===== config.mk =====
export PLATFORM = sky130hd
export DESIGN_NAME = arr_regs
export DESIGN_NICKNAME = d
export VERILOG_FILES = /design/src/rtl/arr_pkg.sv /design/src/rtl/arr_regs.sv
export SDC_FILE = /design/constraint.sdc
export NUM_CORES = 1
export LEC_CHECK = 0
export ABC_CLOCK_PERIOD_IN_PS = 3000
export BUFFER_PORTS_ARGS = -buffer_cell sky130_fd_sc_hd__buf_2
export CELL_PAD_IN_SITES_DETAIL_PLACEMENT = 0
export CELL_PAD_IN_SITES_GLOBAL_PLACEMENT = 1
export CORE_ASPECT_RATIO = 1.1
export CORE_MARGIN = 1
export CORE_UTILIZATION = 44
export DETAILED_ROUTE_END_ITERATION = 10
export PLACE_DENSITY = 0.86
export SLEW_MARGIN = 15
export SYNTH_ARGS = -nofsm -noshare
export SYNTH_HDL_FRONTEND = slang
export SYNTH_SLANG_ARGS = --single-unit

===== constraint.sdc =====
create_clock -name sys_clk -period 3 [get_ports sys_clk]
set_input_delay 0.6 -clock sys_clk [delete_from_list [all_inputs] [get_ports sys_clk]]
set_output_delay 0.6 -clock sys_clk [all_outputs]
set_load 0.03 [all_outputs]

===== src/rtl/arr_pkg.sv =====
// Package for the result and register-check register block.
// Assumes one 50 MHz clock domain and a serial front end that decodes commands.
package arr_pkg;

  // Register addresses on the serial interface.
  localparam logic [5:0] ADDR_CHECK  = 6'h03;
  localparam logic [5:0] ADDR_RESULT = 6'h04;
  localparam logic [5:0] ADDR_MODE   = 6'h02;

  // Interface mode low-bit field positions.
  localparam int POS_SHORT_WL = 0;
  localparam int POS_RSVD1    = 1;
  localparam int POS_CRC_LO   = 2;
  localparam int POS_INTEG_EN = 5;
  localparam int POS_STAT_APP = 6;
  localparam int POS_CONT_RD  = 7;

  // Reset values.
  localparam logic [15:0] INTERFACE_MODE_LOW_BITS_RST = 16'h0000;
  localparam logic [23:0] CHECK_RST  = 24'h000000;
  localparam logic [23:0] RESULT_RST = 24'h000000;
  localparam logic [7:0]  STAT_RST   = 8'h00;
  localparam logic [31:0] RDATA_RST  = 32'h00000000;

  // Writable bits of the interface mode low word; reserved bits read zero.
  localparam logic [15:0] INTERFACE_MODE_LOW_BITS_WMASK = 16'h09ED;

  // Checksum protection modes.
  typedef enum logic [1:0] {
    ARR_CRC_OFF = 2'b00,
    ARR_CRC_XOR = 2'b01,
    ARR_CRC_ALL = 2'b10
  } arr_crc_e;

  // Register access request from the serial front end.
  typedef struct packed {
    logic        cmd;
    logic        wr;
    logic [5:0]  addr;
    logic [15:0] wdata;
  } arr_req_s;

  // Framing information for the serial front end.
  typedef struct packed {
    logic       rd_crc;
    logic       rd_xor;
    logic       wr_crc;
    logic [2:0] rd_bytes;
  } arr_frame_s;

endpackage : arr_pkg


===== src/rtl/arr_regs.sv =====
// Interface mode low bits, register-check and conversion result registers.
// Assumes the serial front end decodes commands into one-cycle requests and
// that the converter core delivers results with a one-cycle strobe.
`timescale 1ns/1ps

// Contract
// RULE1 - Field value 10 applies CRC to both register reads and writes.
// RULE2 - Field 00 adds no checksum, 01 gives XOR reads and CRC writes, and any enable adds a byte.
// RULE3 - The host writes zero to reserved bit 1, which reads back as zero.
// RULE4 - The short word bit selects a 16-bit result when set and 24-bit when clear.
// RULE5 - Mode writes do not reset the converter and only the next result takes the new width.
// RULE6 - Address 03 holds a read-only 24-bit XOR of the user registers, reset to zero.
// RULE7 - With integrity checking disabled the checksum is not computed and reads zero.
// RULE8 - With checking enabled any change of a checked register sets the integrity fault.
// RULE9 - The result at address 04 is offset binary unless the setup selects unipolar; the code passes conv_code unchanged in both codings.
// RULE10 - A result read drives the ready bit and ready pin inactive high; the code drives only the ready_n pin high.
// RULE11 - The held result may be read repeatedly and returns the same value.
// RULE12 - After a result read command, new conversions do not overwrite the result.
// RULE13 - With status append set the status byte follows each result read.
// RULE14 - The appended status belongs to exactly the result it accompanies.
// RULE15 - The host sizes each result read from width, status byte and checksum byte.
module arr_regs (
  // Clock and reset.
  input  wire logic               sys_clk,
  input  wire logic               rst_n,
  // Register access from the serial front end.
  input  wire arr_pkg::arr_req_s  req,
  input  wire logic               read_done,
  output logic [31:0]             rdata,
  output arr_pkg::arr_frame_s     frame,
  // Converter core side.
  input  wire logic               conv_valid,
  input  wire logic [23:0]        conv_code,
  input  wire logic               conv_unipolar,
  input  wire logic [7:0]         conv_status,
  // XOR of the checked user registers.
  input  wire logic [23:0]        user_xor,
  // Status and mode outputs.
  output logic                    ready_n,
  output logic                    integ_fault,
  output logic [15:0]             interface_mode_low_bits
);

  // Held state and the values it takes at the next edge.
  logic [15:0]         next_interface_mode_low_bits;
  logic [23:0]         result;
  logic [23:0]         next_result;
  logic [7:0]          res_status;
  logic [7:0]          next_res_status;
  logic                res_short;
  logic                next_res_short;
  logic                hold;
  logic                next_hold;
  logic                next_ready_n;
  logic [23:0]         check;
  logic [23:0]         next_check;
  logic                armed;
  logic                next_armed;
  logic                next_integ_fault;
  logic [31:0]         next_rdata;
  arr_pkg::arr_frame_s next_frame;
  arr_pkg::arr_crc_e   next_crc;

  // Decoded commands and mode fields.
  logic                wr_mode;
  logic                rd_res;
  logic                rd_chk;
  logic                capture;
  logic                integ_en;
  logic                short_word_len;
  logic                stat_app;

  // Keeps the top 16 bits of a code, right aligned, when the short width is chosen.
  function automatic logic [23:0] fit_width(input logic [23:0] code,
                                            input logic        short_len);
    fit_width = short_len ? {8'h00, code[23:8]} : code;
  endfunction : fit_width

  // Lays out a result read: the code, then the status byte when it is appended.
  // The layout follows the width the result was captured with, not the current mode.
  function automatic logic [31:0] result_word(input logic [23:0] res,
                                              input logic [7:0]  stat,
                                              input logic        short_len,
                                              input logic        app);
    if (!app) begin
      result_word = {8'h00, res};
    end else if (short_len) begin
      result_word = {8'h00, res[15:0], stat};
    end else begin
      result_word = {res, stat};
    end
  endfunction : result_word

  // Counts the bytes of a result read: code, appended status and checksum byte.
  function automatic logic [2:0] read_len(input logic short_len,
                                          input logic app,
                                          input logic sum);
    read_len = (short_len ? 3'h2 : 3'h3) + {2'h0, app} + {2'h0, sum};
  endfunction : read_len

  // Command decode; the front end presents every command as a one-cycle pulse.
  always_comb begin
    wr_mode        = req.cmd & req.wr & (req.addr == arr_pkg::ADDR_MODE);
    rd_res         = req.cmd & ~req.wr & (req.addr == arr_pkg::ADDR_RESULT);
    rd_chk         = req.cmd & ~req.wr & (req.addr == arr_pkg::ADDR_CHECK);
    // RULE12 refuse under hold
    capture        = conv_valid & ~hold & ~rd_res;
    integ_en       = interface_mode_low_bits[arr_pkg::POS_INTEG_EN];
    short_word_len = interface_mode_low_bits[arr_pkg::POS_SHORT_WL];
    stat_app       = interface_mode_low_bits[arr_pkg::POS_STAT_APP];
  end

  // Mode register next value; reserved bits are forced to zero on every write.
  always_comb begin
    next_interface_mode_low_bits = interface_mode_low_bits;
    // RULE3 reserved bits masked
    if (wr_mode) begin
      next_interface_mode_low_bits = req.wdata & arr_pkg::INTERFACE_MODE_LOW_BITS_WMASK;
    end
  end

  // Mode register flops; a mode write never touches the result path.
  always_ff @(posedge sys_clk or negedge rst_n) begin
    if (!rst_n) begin
      interface_mode_low_bits <= arr_pkg::INTERFACE_MODE_LOW_BITS_RST;
    end else begin
      interface_mode_low_bits <= next_interface_mode_low_bits;
    end
  end

  // Read hold: set by a result read command and released when the serial read ends.
  // A new command wins over a release in the same cycle, so back-to-back reads stay safe.
  always_comb begin
    next_hold = hold;
    // RULE12 block result update
    if (rd_res) begin
      next_hold = 1'b1;
    end else if (read_done) begin
      next_hold = 1'b0;
    end
  end

  // Read hold flop.
  always_ff @(posedge sys_clk or negedge rst_n) begin
    if (!rst_n) begin
      hold <= 1'b0;
    end else begin
      hold <= next_hold;
    end
  end

  // Result capture. A conversion that completes in the command cycle or under the
  // hold is dropped rather than queued, so the host never sees a word change mid-read.
  always_comb begin
    next_result     = result;
    next_res_status = res_status;
    next_res_short  = res_short;
    // RULE4 width at completion
    // RULE5 width kept per result
    // RULE9 code passed unchanged whichever coding conv_unipolar selects
    if (capture) begin
      next_result     = fit_width(conv_unipolar ? conv_code : conv_code, short_word_len);
      // RULE14 status matches result
      next_res_status = conv_status;
      next_res_short  = short_word_len;
    end
  end

  // Result flops; the width flag travels with the code it describes.
  always_ff @(posedge sys_clk or negedge rst_n) begin
    if (!rst_n) begin
      result     <= arr_pkg::RESULT_RST;
      res_status <= arr_pkg::STAT_RST;
      res_short  <= 1'b0;
    end else begin
      result     <= next_result;
      res_status <= next_res_status;
      res_short  <= next_res_short;
    end
  end

  // Ready output: low from a captured result until the next result read.
  always_comb begin
    next_ready_n = ready_n;
    if (capture) begin
      next_ready_n = 1'b0;
    end
    // RULE10 ready goes inactive
    if (rd_res) begin
      next_ready_n = 1'b1;
    end
  end

  // Ready flop.
  always_ff @(posedge sys_clk or negedge rst_n) begin
    if (!rst_n) begin
      ready_n <= 1'b1;
    end else begin
      ready_n <= next_ready_n;
    end
  end

  // Integrity checker. The checksum is latched on the first cycle with the enable set
  // and compared with the live value from then on; an armed flag, not a zero test,
  // marks the latch so that a register set whose checksum is zero is guarded as well.
  always_comb begin
    next_armed       = integ_en;
    next_check       = check;
    next_integ_fault = integ_fault;
    // RULE6 checksum of user regs
    // RULE7 zero while disabled
    // RULE8 fault on change
    if (!integ_en) begin
      next_check       = arr_pkg::CHECK_RST;
      next_integ_fault = 1'b0;
    end else if (!armed) begin
      next_check = user_xor;
    end else if (user_xor != check) begin
      next_integ_fault = 1'b1;
    end
  end

  // Integrity flops; the fault stays set until the enable is cleared.
  always_ff @(posedge sys_clk or negedge rst_n) begin
    if (!rst_n) begin
      armed       <= 1'b0;
      check       <= arr_pkg::CHECK_RST;
      integ_fault <= 1'b0;
    end else begin
      armed       <= next_armed;
      check       <= next_check;
      integ_fault <= next_integ_fault;
    end
  end

  // Read data. It is loaded only by a read command and otherwise holds, so the host
  // may shift it out at its own pace.
  always_comb begin
    next_rdata = rdata;
    // RULE11 held value returned
    // RULE13 status appended
    if (rd_res) begin
      next_rdata = result_word(result, res_status, res_short, stat_app);
    end else if (rd_chk) begin
      // RULE7 zero read while disabled
      next_rdata = integ_en ? {8'h00, check} : arr_pkg::RDATA_RST;
    end
  end

  // Framing is decoded from the next mode value so it changes on the same edge as the
  // mode register; the read length follows the width of the result that is held.
  always_comb begin
    next_crc            = arr_pkg::arr_crc_e'(next_interface_mode_low_bits[arr_pkg::POS_CRC_LO +: 2]);
    // RULE1 CRC both ways
    next_frame.rd_crc   = (next_crc == arr_pkg::ARR_CRC_ALL);
    // RULE2 checksum modes
    next_frame.rd_xor   = (next_crc == arr_pkg::ARR_CRC_XOR);
    next_frame.wr_crc   = (next_crc != arr_pkg::ARR_CRC_OFF);
    next_frame.rd_bytes = read_len(next_res_short, next_interface_mode_low_bits[arr_pkg::POS_STAT_APP],
                                   next_crc != arr_pkg::ARR_CRC_OFF);
  end

  // Read data and framing flops.
  always_ff @(posedge sys_clk or negedge rst_n) begin
    if (!rst_n) begin
      rdata <= arr_pkg::RDATA_RST;
      frame <= '0;
    end else begin
      rdata <= next_rdata;
      frame <= next_frame;
    end
  end

endmodule : arr_regs


Word level (Yosys, flattened, before mapping)

Cells that the tools add are included.

Add/sub/neg operators: 2
Mux-type cells: 18
Equal/unequal tests: 9
Bitwise logic cells: 10
Reductions and logical operators: 5

Operator list:

| kind                 | number |
|---|---|
| $mux W32             | 4 |
| $mux W24             | 4 |
| $ne A24 B24 Y1       | 1 |
| $eq A6 B2 Y1 const B | 2 |
| $mux W1              | 9 |
| $reduce_bool A2 Y1   | 4 |
| $and A1 B1 Y1        | 7 |
| $mux W7              | 1 |
| $eq A6 B3 Y1 const B | 1 |
| $ne A2 B1 Y1 const B | 2 |
| $add A2 B1 Y3        | 1 |
| $add A3 B1 Y3        | 1 |
| $not A1 Y1           | 3 |
| $eq A2 B1 Y1 const B | 1 |
| $eq A2 B2 Y1 const B | 1 |
| $ne A2 B2 Y1 const B | 1 |
| $reduce_and A2 Y1    | 1 |

Word-level logic and storage cells: 59
Output and inout bits: 56
Register bits after elaboration: 107
Input bits: 85

Longest topological paths before layout

Depth in word-level cells: 9
Mapped depth: 7

Worst setup path before layout

Ideal clock, no wire load.

Path type: input-to-reg
Start point: input req[19] (netlist bit)
End point: register frame[0] (netlist bit)
Data required time: 2.864 ns
Buffers on the path: 1
Stages: 5
Arrival: 2.142 ns
Setup time: 0.136 ns
Slack: 0.723 ns
Path through: nor4b_4 > nand4b_1 > buf_2 > mux2_2 > fa_1

RTL lines:

| element                | RTL line        | text |
|---|---|---|
| start: declaration     | arr_regs.sv:27  | `input wire arr_pkg::arr_req_s req,` |
| end signal: assignment | arr_regs.sv:270 | `frame <= next_frame;` |
| end: declaration       | arr_regs.sv:30  | `output arr_pkg::arr_frame_s frame,` |

Worst setup path in the final report

Start point: register interface_mode_low_bits[6]
End point: output interface_mode_low_bits[6]

RTL lines:

| element                  | RTL line        | text |
|---|---|---|
| start: declaration       | arr_regs.sv:41  | `output logic [15:0] interface_mode_low_bits` |
| start signal: assignment | arr_regs.sv:125 | `interface_mode_low_bits <= arr_pkg::INTERFACE_MODE_LOW_BITS_RST;` |
| start signal: assignment | arr_regs.sv:127 | `interface_mode_low_bits <= next_interface_mode_low_bits;` |

No word-level cell between the ends.

==> results.tsv <==
metric	value	unit
status	complete, no violations	
gr usage total	0.200	
VDD IR max	0.275	mV
sequential fraction of the synthesis area	0.535	
Buffers on Ports	123	
pwr/cell area	583	nW/µm²
Sw Share	0.265	
post-synth top area cell	dfrtp_1	
Final Instance Area	6090	µm²
worst stage delay on the critical path	0.84	ns
HPWL Detailed	8.50	mm
number of global-route vias before repair	3531	
largest cells by area after synthesis	dfrtp_1 (53%), mux2i_1 (13%), a221o_1 (4.8%)	
largest net degree at the start of global routing	58	
row count	40	
Worst-path clk slew	0.07	ns
Post-synth EDFFs	0	
htree depth	3	
Worst Setup Start Kind	flop	
Primary FF master, synth	dfrtp_1	
core area	11000	µm²
Total Power	0.00355	W
internal power	0.00261	W
initial antenna violation count	0	
DR DRC count	0	
maxcap violations	0	
# IOs	141	
initial core utilization	0.455	
crit end category	output pin	
Fin Clk Skew	0.00820	ns
fin. max-slew vios	0	
Tcrit/Tclk final	0.708	
Synth cell types	36	
Clk Tree Root Cell	clkbuf_16	
antenna cells	0	
CTS tree	built	
Crit path max-delay family	flip-flops	
hold crit path type	input pin to async pin	
register share of total power	0.463	
# setup viols final	0	
worst slew pin tran	0.776	ns
chip height	114	µm
Synth top area share	0.529	
hold_buf cts	0	
initial DRC count	151	
gp weighted congestion	0.787	
fmax	471	MHz
total routed wirelength	11.2	mm
Chip Width	104	µm
pre-CTS setup slack	0.606	ns
Post-Syn Area per Cell	11.8	µm²
YS warnings	0	
crit-path max FO	16	
Synth async-reset ratio	1.00	
DR vias	3565	
1st-pass router iterations	4	
share of layout cells above drive strength 1	0.313	
most frequent cells in the layout	buf_2 (122), dfrtp_1 (106), mux2i_1 (65), o21ai_0 (28), nor2_1 (26)	
worst skew pair latency	0.35	ns
TritonCTS Buffers	9	
Clock Path Buffers	2	
clk sink count	107	
first-pass GRT wire length	18.0	mm
critical path class	flop to output pin	
Fin Setup TNS	0	ns
Comb pwr share	0.155	
endpoints failing hold	0	
Buffers & Inverters on Critical Path	1	
commonest non-fill, non-tap cell in the layout	buf_2	
clock share of power	0.382	
Yosys reg bits	107	
CP Cell Sequence	buf_2	
DR WL/cell	16.2	µm
grt total ovfl	0	
Final WS setup	0.877	ns
die area	11800	µm²
Data required, critical path	2.40	ns
# fillers	981	
Layout area overhead	21.5	%
synthesized cell area	5010	µm²
Setup Buffers After CTS	0	
antenna viol nets, final	0	
Leak	2.87	nW
Final Util	0.553	
total net switching power	0.000940	W
fin crit period	2.12	ns
vias per cell	5.14	
Worst slew margin	0.483	
Final nets	627	
Placed Area	5740	µm²
critical path's slowest cell	dfrtp_1	
post_cts resized	0	
RSZ-0062 raised after global routing	false	
post-synthesis cell count	424	
Worst Path Arrival	1.52	ns
[registers in the layout, summed over array words and instances (netlist names)]
name                     flops
rdata                       32
check                       24
result                      24
interface_mode_low_bits      8
res_status                   8
frame                        6
armed                        1
hold                         1
integ_fault                  1
ready_n                      1
res_short                    1
[power by group through the flow]
stage	logic [W]	registers (W)	clock network (W)
after floorplan	0.000284	0.00173	0
after global placement	0.000548	0.00167	0
after detailed placement	0.000557	0.00167	0
after CTS	0.000559	0.00164	0.00138
after global routing	0.000601	0.00165	0.00144
final	0.000551	0.00164	0.00136
[logic make-up after synthesis]
| group | after synthesis | share of synthesized area |
|---|---|---|
| muxes | 81 | 0.166 |
| other | 1 | 0.000749 |
| and+or+nand+nor | 104 | 0.112 |
| DFF | 107 | 0.535 |
| xor gates and xnor gates | 24 | 0.0420 |
| AOI/OAI and AO/OA | 65 | 0.0972 |
| adders and majority gates | 1 | 0.00400 |
| buffers and inverters | 41 | 0.0437 |
[metrics by stage]
step                      instances  hold slack (ns)
final                           693            0.249
after global routing            693            0.301
after CTS                       693            0.270
after detailed placement        677            0.476
after global placement          677            0.461
after floorplan                 431            0.304
[cell usage after synthesis (all sizes together), types with 2 or more instances]
cell and number:
nor3b 2, buf 25, mux2i 65, inv 6
nand3b 2, clkbuf 10, nand2 25, o21ai 28
mux2 16, nand3 2, dfrtp 106, xnor2 23
nor2b 25, nand4 5, nor2 26, a221o 24
nand2b 10, nor3 3, a22o 8
[metal layers]
metal	up-vias	track usage	routed length (µm)
met5	-	0	0
met4	0	0.0838	223
met1	1745	0.272	5100
li1	1712	-	-
met3	17	0.0326	489
met2	91	0.320	5430
[path summary, 6_finish.rpt]
check                                            from                          to  slack (ns)  cells past startpoint
max reg2reg                interface_mode_low_bits[6]                    rdata[7]        1.09                      4
min reg2reg                                   ready_n                     ready_n        0.48                      2
min                                             rst_n  interface_mode_low_bits[8]        0.25                      1
max                        interface_mode_low_bits[6]  interface_mode_low_bits[6]        0.88                      1
min in group sys_clk                        read_done                        hold        0.42                      2
max in group asynchronous                       rst_n               res_status[3]        2.05                      2
[final cells by class]
type,instances,area [µm²],area share
multi-input combinational,283,2140,0.352
clock buffer,9,225,0.0370
clock inverter,7,123,0.0201
sequential,107,2680,0.440
inverter,6,22.5,0.00370
tap,147,184,0.0302
timing repair buffer,134,713,0.117
No activity file was read; power rests on OpenSTA's default activity.
